<file path="src/core/erf_pkg.sv">
// Behaviour
// unicast passes on exact station address match
// combine set means AND, clear means OR
// control register all clear accepts everything
// checksum over selected bytes of 64-byte window
// pattern passes when checksum equals expected value
// window starts at offset from destination address
// each mask bit includes its window byte
// masked-out bytes are skipped, not zeroed
// window past frame end fails pattern test
// checksum uses the dma ones-complement algorithm
// host programs offset, mask, checksum before enabling
// wake-up needs station match plus pattern in data
// six 0xFF then sixteen address copies
// crc of destination address indexes hash table
// hash passes when selected table bit set
// all-zero hash table always passes
// multicast passes when first address lsb set
// broadcast passes on all-ones destination address
// control bits ordered unicast down to broadcast
// crc check enable discards bad-crc frames
// disabled tests take no part in decision
package erf_pkg;
   // ------------------------------------------------------------
   // register map (byte registers)
   // ------------------------------------------------------------
   localparam int NUM_REGS = 28;
   localparam logic [4:0] ADDR_CTRL = 5'h00;
   localparam logic [4:0] ADDR_STATION = 5'h01;
   localparam logic [4:0] ADDR_MASK = 5'h07;
   localparam logic [4:0] ADDR_CSUM_LO = 5'h0F;
   localparam logic [4:0] ADDR_CSUM_HI = 5'h10;
   localparam logic [4:0] ADDR_OFF_LO = 5'h11;
   localparam logic [4:0] ADDR_OFF_HI = 5'h12;
   localparam logic [4:0] ADDR_HASH = 5'h13;
   localparam logic [4:0] ADDR_STATUS = 5'h1B;
   localparam logic [7:0] CTRL_RESET = 8'hA1;
   // ------------------------------------------------------------
   // control bit positions
   // ------------------------------------------------------------
   localparam int BIT_UNICAST = 7;
   localparam int BIT_COMBINE = 6;
   localparam int BIT_CRC = 5;
   localparam int BIT_PATTERN = 4;
   localparam int BIT_WAKEUP = 3;
   localparam int BIT_HASH = 2;
   localparam int BIT_MULTICAST = 1;
   localparam int BIT_BROADCAST = 0;
   // ------------------------------------------------------------
   // frame geometry
   // ------------------------------------------------------------
   localparam int ADDR_BYTES = 6;
   localparam int DATA_START = 14;
   localparam int WINDOW_BYTES = 64;
   localparam int SYNC_BYTES = 6;
   localparam int ADDR_REPEATS = 16;
   localparam logic [31:0] CRC_POLY = 32'hEDB88320;
   localparam int HASH_LSB = 23;
endpackage

</file>
<file path="src/core/erf_filter.sv">
module erf_filter
   import erf_pkg::*;
#(
   parameter int POS_W = 12
)
(
   // clock and reset
   input wire logic SYS_CLK,
   input wire logic RESET_N,
   // register access
   input wire logic CFG_WR,
   input wire logic [4:0] CFG_ADDR,
   input wire logic [7:0] CFG_WDATA,
   output logic [7:0] CFG_RDATA,
   // incoming frame bytes, crc bytes included
   input wire logic RX_VALID,
   input wire logic [7:0] RX_DATA,
   input wire logic RX_LAST,
   input wire logic RX_CRC_OK,
   // decision
   output logic FRAME_DONE,
   output logic FRAME_ACCEPT
);
   // ------------------------------------------------------------
   // registers
   // ------------------------------------------------------------
   logic [7:0] regs_q [NUM_REGS];
   logic [7:0] regs_d [NUM_REGS];
   logic [7:0] rdata_d, rdata_q;
   logic [7:0] status_d, status_q;
   logic [7:0] ctrl;
   logic [47:0] station;
   logic [63:0] mask;
   logic [15:0] exp_csum;
   logic [15:0] win_off;
   logic [63:0] hash_tbl;

   assign ctrl = regs_q[ADDR_CTRL];
   assign exp_csum = {regs_q[ADDR_CSUM_HI], regs_q[ADDR_CSUM_LO]};
   assign win_off = {regs_q[ADDR_OFF_HI], regs_q[ADDR_OFF_LO]};

   genvar g;
   generate
      for (g = 0; g < 8; g++)
      begin : g_wide
         assign mask[g*8 +: 8] = regs_q[ADDR_MASK + g];
         assign hash_tbl[g*8 +: 8] = regs_q[ADDR_HASH + g];
         if (g < ADDR_BYTES)
         begin : g_sta
            // first address byte on the wire sits in the low byte
            assign station[g*8 +: 8] = regs_q[ADDR_STATION + g];
         end
      end
   endgenerate

   always_comb
   begin
      regs_d = regs_q;
      // status register is read-only; writes to it are dropped
      if (CFG_WR && CFG_ADDR < ADDR_STATUS)
         regs_d[CFG_ADDR] = CFG_WDATA;
      if (CFG_ADDR == ADDR_STATUS)
         rdata_d = status_q;
      else if (CFG_ADDR < ADDR_STATUS)
         rdata_d = regs_q[CFG_ADDR];
      else
         rdata_d = 8'h00;
   end

   always_ff @(posedge SYS_CLK)
   begin
      if (!RESET_N)
      begin
         for (int i = 0; i < NUM_REGS; i++)
            regs_q[i] <= 8'h00;
         regs_q[ADDR_CTRL] <= CTRL_RESET;
         rdata_q <= 8'h00;
      end
      else
      begin
         regs_q <= regs_d;
         rdata_q <= rdata_d;
      end
   end

   assign CFG_RDATA = rdata_q;

   // ------------------------------------------------------------
   // helpers
   // ------------------------------------------------------------
   function automatic logic [31:0] crc_byte(input logic [31:0] c,
                                            input logic [7:0] b);
      logic [31:0] r;
      r = c;
      for (int k = 0; k < 8; k++)
         r = (r[0] ^ b[k]) ? ((r >> 1) ^ CRC_POLY) : (r >> 1);
      return r;
   endfunction
   // ones-complement add with end-around carry, as the dma engine does
   function automatic logic [15:0] oc_add(input logic [15:0] a,
                                          input logic [15:0] b);
      logic [16:0] s;
      s = {1'b0, a} + {1'b0, b};
      return s[15:0] + {15'h0000, s[16]};
   endfunction

   // ------------------------------------------------------------
   // frame tracking
   // ------------------------------------------------------------
   logic [POS_W-1:0] pos_d, pos_q;
   logic [47:0] da_d, da_q;
   logic [31:0] crc_d, crc_q;
   logic [15:0] sum_d, sum_q;
   logic [7:0] hold_d, hold_q;
   logic odd_d, odd_q;
   logic [2:0] ff_d, ff_q;
   logic [2:0] bidx_d, bidx_q;
   logic [4:0] rep_d, rep_q;
   logic magic_d, magic_q;
   logic end_d, end_q;
   logic crc_ok_d, crc_ok_q;
   logic done_d, done_q;
   logic acc_d, acc_q;
   logic [16:0] rel;
   logic in_win;
   logic [5:0] widx;

   always_comb
   begin
      rel = {{(17-POS_W){1'b0}}, pos_q} - {1'b0, win_off};
      in_win = (rel[16] == 1'b0) && (rel[15:0] < 16'(WINDOW_BYTES));
      widx = rel[5:0];
      pos_d = pos_q;
      da_d = da_q;
      crc_d = crc_q;
      sum_d = sum_q;
      hold_d = hold_q;
      odd_d = odd_q;
      ff_d = ff_q;
      bidx_d = bidx_q;
      rep_d = rep_q;
      magic_d = magic_q;
      end_d = 1'b0;
      crc_ok_d = crc_ok_q;
      if (RX_VALID)
      begin
         pos_d = pos_q + 1'b1;
         if (pos_q < POS_W'(ADDR_BYTES))
         begin
            da_d[pos_q[2:0]*8 +: 8] = RX_DATA;
            crc_d = crc_byte(crc_q, RX_DATA);
         end
         // unselected bytes never touch the pairing state
         if (in_win && mask[widx])
         begin
            if (!odd_q)
            begin
               hold_d = RX_DATA;
               odd_d = 1'b1;
            end
            else
            begin
               sum_d = oc_add(sum_q, {hold_q, RX_DATA});
               odd_d = 1'b0;
            end
         end
         // sync run then sixteen copies; a mismatch restarts the hunt
         if (pos_q >= POS_W'(DATA_START) && !magic_q)
         begin
            if (ff_q == 3'(SYNC_BYTES) &&
                RX_DATA == station[bidx_q*8 +: 8])
            begin
               if (bidx_q == 3'(ADDR_BYTES - 1))
               begin
                  bidx_d = 3'h0;
                  rep_d = rep_q + 1'b1;
                  if (rep_q == 5'(ADDR_REPEATS - 1))
                     magic_d = 1'b1;
               end
               else
                  bidx_d = bidx_q + 1'b1;
            end
            else
            begin
               bidx_d = 3'h0;
               rep_d = 5'h00;
               if (RX_DATA == 8'hFF)
               begin
                  // stay synced while the run of ones continues
                  if (ff_q != 3'(SYNC_BYTES) || bidx_q != 3'h0 ||
                      rep_q != 5'h00)
                     ff_d = (ff_q == 3'(SYNC_BYTES) || bidx_q != 3'h0 ||
                             rep_q != 5'h00) ? 3'h1 : ff_q + 1'b1;
               end
               else
                  ff_d = 3'h0;
            end
         end
         if (RX_LAST)
         begin
            end_d = 1'b1;
            crc_ok_d = RX_CRC_OK;
         end
      end
      if (end_q)
      begin
         pos_d = '0;
         crc_d = 32'hFFFFFFFF;
         sum_d = 16'h0000;
         odd_d = 1'b0;
         ff_d = 3'h0;
         bidx_d = 3'h0;
         rep_d = 5'h00;
         magic_d = 1'b0;
      end
   end

   // ------------------------------------------------------------
   // decision, one cycle after the last byte
   // ------------------------------------------------------------
   logic [15:0] sum_fin;
   logic [16:0] win_end;
   logic [5:0] pass, en;
   logic t_uni, t_pat, t_wake, t_hash, t_mc, t_bc;

   always_comb
   begin
      // a trailing odd byte pairs with a zero low byte
      sum_fin = odd_q ? oc_add(sum_q, {hold_q, 8'h00}) : sum_q;
      win_end = {1'b0, win_off} + 17'(WINDOW_BYTES);
      t_uni = (da_q == station);
      t_pat = (~sum_fin == exp_csum) &&
              ({{(17-POS_W){1'b0}}, pos_q} >= win_end);
      t_wake = t_uni && magic_q;
      t_hash = (hash_tbl == 64'h0) ||
               hash_tbl[crc_q[HASH_LSB +: 6]];
      t_mc = da_q[0];
      t_bc = (da_q == {48{1'b1}});
      pass = {t_uni, t_pat, t_wake, t_hash, t_mc, t_bc};
      en = {ctrl[BIT_UNICAST], ctrl[BIT_PATTERN], ctrl[BIT_WAKEUP],
            ctrl[BIT_HASH], ctrl[BIT_MULTICAST], ctrl[BIT_BROADCAST]};
      if (en == 6'h00)
         acc_d = 1'b1;
      else if (ctrl[BIT_COMBINE])
         acc_d = &(pass | ~en);
      else
         acc_d = |(pass & en);
      if (ctrl[BIT_CRC] && !crc_ok_q)
         acc_d = 1'b0;
      if (!end_q)
         acc_d = acc_q;
      done_d = end_q;
      status_d = end_q ? {1'b0, acc_d, pass} : status_q;
   end

   always_ff @(posedge SYS_CLK)
   begin
      if (!RESET_N)
      begin
         pos_q <= '0;
         da_q <= 48'h0;
         crc_q <= 32'hFFFFFFFF;
         sum_q <= 16'h0000;
         hold_q <= 8'h00;
         odd_q <= 1'b0;
         ff_q <= 3'h0;
         bidx_q <= 3'h0;
         rep_q <= 5'h00;
         magic_q <= 1'b0;
         end_q <= 1'b0;
         crc_ok_q <= 1'b0;
         done_q <= 1'b0;
         acc_q <= 1'b0;
         status_q <= 8'h00;
      end
      else
      begin
         pos_q <= pos_d;
         da_q <= da_d;
         crc_q <= crc_d;
         sum_q <= sum_d;
         hold_q <= hold_d;
         odd_q <= odd_d;
         ff_q <= ff_d;
         bidx_q <= bidx_d;
         rep_q <= rep_d;
         magic_q <= magic_d;
         end_q <= end_d;
         crc_ok_q <= crc_ok_d;
         done_q <= done_d;
         acc_q <= acc_d;
         status_q <= status_d;
      end
   end

   assign FRAME_DONE = done_q;
   assign FRAME_ACCEPT = acc_q;
endmodule

</file>
<file path="config.mk">
export PLATFORM = sky130hd
export DESIGN_NAME = erf_filter
export DESIGN_NICKNAME = d
export VERILOG_FILES = /design/src/core/erf_pkg.sv /design/src/core/erf_filter.sv
export SDC_FILE = /design/constraint.sdc
export NUM_CORES = 1
export LEC_CHECK = 0
export BUFFER_PORTS_ARGS = -buffer_cell sky130_fd_sc_hd__buf_4
export CORE_MARGIN = 1.5
export CORE_UTILIZATION = 55
export DETAILED_ROUTE_END_ITERATION = 10
export PLACE_DENSITY_LB_ADDON = 0.15
export SYNTH_ARGS = -nofsm -noshare
export SYNTH_HDL_FRONTEND = slang
export SYNTH_SLANG_ARGS = --single-unit
</file>
<file path="constraint.sdc">
create_clock -name SYS_CLK -period 4 [get_ports SYS_CLK]
set_clock_uncertainty 0.2 [all_clocks]
set_input_delay 0.8 -clock SYS_CLK [delete_from_list [all_inputs] [get_ports SYS_CLK]]
set_output_delay 0.8 -clock SYS_CLK [all_outputs]
set_load 0.01 [all_outputs]
</file>
==> results by group <==
Worst setup path
  • Most frequent CP cell: ha_4
  • Crit path DAT: 4430 ps
  • R2R Path Start: sum_q[8]
  • Crit-path slowest cell: fa_2
  • CP Cell Sequence: ha_4 > inv_2 > fa_2 > nor2b_4 > o22ai_4 > o21ai_1 > a21o_1 > ha_4 > ha_4 > nand4_1 > buf_4 > xnor2_2 > a2111oi_4 > o211ai_1 > a2111oi_2 > and4_1 > o2111ai_2 > o31ai_4 > nand4_1 > o211ai_2
  • Slowest stage delay, CP: 380 ps
  • Setup slack, reg-to-reg: -150 ps
  • Worst reg2reg path endpoint: FRAME_ACCEPT
  • Crit. End Element: register
  • CP Launch Type: register
  • Buffers & Inverters on Critical Path: 2
  • WS Path Type: reg -> reg
  • Crit Path Max Fanout: 3
  • Required time of the critical path: 4280 ps
  • Delay-heaviest family, CP: compound AO/OA/AOI/OAI gates
  • Worst reg-to-reg path cell count: 20

Pwr
  • PwrDens: 375 nW/um^2
  • Maximum vdd drop: 453 uV
  • Leak: 0.00917 uW

Clock network
  • TritonCTS clock tree: done
  • Clk slew on worst S/H paths: 60 ps
  • CTS max path bufs: 3
  • Root Buffer: clkbuf_16
  • H-tree levels: 2
  • CTS sink cnt: 372
  • Cts hold-fix bufs: 0
  • CTS Buf Count: 40
  • Worst-skew pair later-pin latency: 580 ps

Finish
  • Layout area overhead: 12.6%
  • Utilization after layout: 63.1%
  • Layout cells sized above 1: 15.6%
  • Nets: 2,375
  • Final Cell Area: 24,600 sq um

Timing
  • Final worst slack: -152 ps
  • Hold Vio Cnt, Final: 0
  • Max frequency: 0.241 GHz
  • Max_slew headroom: 27.3%
  • Final min period: 4150 ps
  • Tcrit/Tclk final: 104%
  • Max-slew violations: 0
  • RSZ-0062 raised after global routing: true
  • Worst Tran Pin Value: 1090 ps
  • Final setup viols: 2

Global routing
  • Vias in the first global route: 17,000
  • Initial antenna violation count: 2
  • Total gr overflow: 0
  • Global-route wire length before repair: 103 mm
  • Largest net degree at the start of global routing: 189
  • Global Route Usage Sum: 32.5%

Drt
  • First drt pass iteration count: 5
  • Met2 WL: 30.5 mm
  • Met3 wire len: 4.95 mm
  • Top Metal Used: met4
  • Total number of vias: 17,600
  • Drt drc: 0
  • Vias/cell: 6.21
  • Post-DRT Antenna Nets: 0
  • WL met1: 29.0 mm
  • Post-DR wirelength/cell: 23.5 um
  • Final WL: 66.7 mm
  • Initial DRC count: 1,898

Synth
  • Ys flop type: dfxtp_1
  • Count of cell types in the netlist: 77
  • Count of flip-flops with a built-in enable after synthesis: 0
  • Asr flop ratio synth: 0%
  • Synthesized area: 21,800 sq um
  • Sequential-to-total area share from yosys stat: 34.1%
  • Post-synthesis register bit count: 372
  • Syn Nets: 2,326
  • Synth Warn #: 0
  • Mean Syn Cell Area: 9.71 sq um
  • Syn Inst Count: 2,246

Floorplanning
  • Rows: 72
  • Die Width: 202 um
  • IO Count: 37
  • Starting density of the core: 56.1%
  • Die Y: 202 um
  • Die footprint: 40,900 sq um
  • Core area: 38,900 sq um

Min path
  • Hold path cells: 1
  • Hold crit path type: reg -> reg
  • Min-delay src: status_q[5]
  • Worst Hold End: status_q[5]

Outcome
  • Outcome: finished, violations left
  • Failing checks: setup timing

Placed design
  • Pre-CTS WS: -377 ps
  • Placed cell area: 23,100 sq um
  • RePlAce Congestion: 0.948
  • # port buffers: 36
  • HPWL after DPL: 47.5 mm

Job
  • Max-Cap Viols: 0
-- repair_timing --
item                                    4_1_cts  5_1_grt
endpoints found under the setup margin        3       28
buffers inserted                              3        2
pin swaps                                    14       14
resized for setup                            10       11
-- cell families after synthesis --
logic type | Yosys count | synth area share, %
adder cells (fa/ha/maj) | 53 | 3.14
XOR/XNOR | 202 | 8.17
AO/OA/AOI/OAI | 269 | 8.32
buffers and inverters | 188 | 3.53
AND/OR/NAND/NOR | 780 | 19.2
multiplexers | 382 | 23.5
flip-flops | 372 | 34.1
-- registers in the layout, indices dropped and copies added, names as in the netlist, 12 cells and up --
signal    cells
crc_q        32
da_q         48
exp_csum     16
hash_tbl     64
mask         64
pos_q        12
regs_q       72
sum_q        16
-- worst max-delay path by stage --
stage	startpoint	to	slack (ps)	cells after the start
finish	sum_q[8]	FRAME_ACCEPT	-150	20
floorplan	sum_q[8]	FRAME_ACCEPT	7	19
detailed placement	hold_q[0]	FRAME_ACCEPT	-380	19
CTS	sum_q[8]	status_q[6]	-240	19
global route	sum_q[8]	status_q[6]	-390	20
global placement	hold_q[0]	FRAME_ACCEPT	-310	19
-- cell usage after synthesis, types with 27 or more instances --
master	count	share of area, %
dfxtp_1	372	34
xnor2_1	153	6.1
mux2i_1	274	13
nor4_1	32	0.92
inv_1	39	0.67
o211ai_1	33	1.1
nand3_1	60	1.4
o21ai_0	69	1.6
nor2_1	108	1.9
a21oi_1	45	1.0
mux4_2	103	11
nor2b_1	249	7.1
xor2_1	48	1.9
and2_1	27	0.77
ha_1	50	2.9
clkbuf_1	112	1.9
nand4_1	47	1.3
nand2_1	161	2.8
-- routing by layer --
layer	up-vias	GRT usage [%]
li1	8101	-
met1	8594	45.3
met2	778	51.8
met3	169	4.19
met4	0	11.7
met5	-	0
-- final cells by class --
class / count / area (sq um)
Clock inverter: 10 / 88.8
Tap cell: 518 / 648
Multi-Input combinational cell: 1686 / 13700
Sequential cell: 372 / 7450
Inverter: 40 / 150
Fill cell: 3262 / 14400
Clock buffer: 61 / 1230
Antenna cell: 1 / 2.50
Timing Repair Buffer: 155 / 1240
-- metrics by stage --
stage               hold slack (ps)  TNS, ps  total power (uW)  cells
finish                          261     -296              9200   2843
global route                    266     -889              9510   2842
CTS                             258     -452              9220   2840
detailed placement              244    -1530              5510   2766
global placement                236    -1030              5480   2766
floorplan                       224        0              5100   2246
-- power breakdown --
| group | total [uW] | leakage, uW | switching (uW) | internal [uW] |
|---|---|---|---|---|
| clock | 3750 | 0.000655 | 1560 | 2190 |
| sequential | 3940 | 0.00301 | 135 | 3810 |
| combinational | 1510 | 0.00550 | 844 | 669 |
| total | 9200 | 0.00917 | 2540 | 6660 |
-- layout by cell type, fill, tap and decap left out, types with 44 or more instances in the layout --
cell and n:
buf_4 148, dfxtp_1 369, a21oi_1 44, nand3_1 60
nand4_1 47, ha_1 47, nor2b_1 247, xor2_1 48
nand2_1 161, o21ai_0 67, mux4_2 103, mux2i_1 274
nor2_1 108, xnor2_1 151
-- worst reg2reg max path: stages, from the launching register on --
cell and delay, ps:
dfxtp_2 350, ha_4 140, inv_2 30, fa_2 380, nor2b_4 170, o22ai_4 90
o21ai_1 140, a21o_1 180, ha_4 170, ha_4 130, nand4_1 130, buf_4 220
xnor2_2 150, a2111oi_4 230, o211ai_1 160, a2111oi_2 290, and4_1 240, o2111ai_2 140
o31ai_4 260, nand4_1 180, o211ai_2 110
No activity file was read; power rests on OpenSTA's default activity.
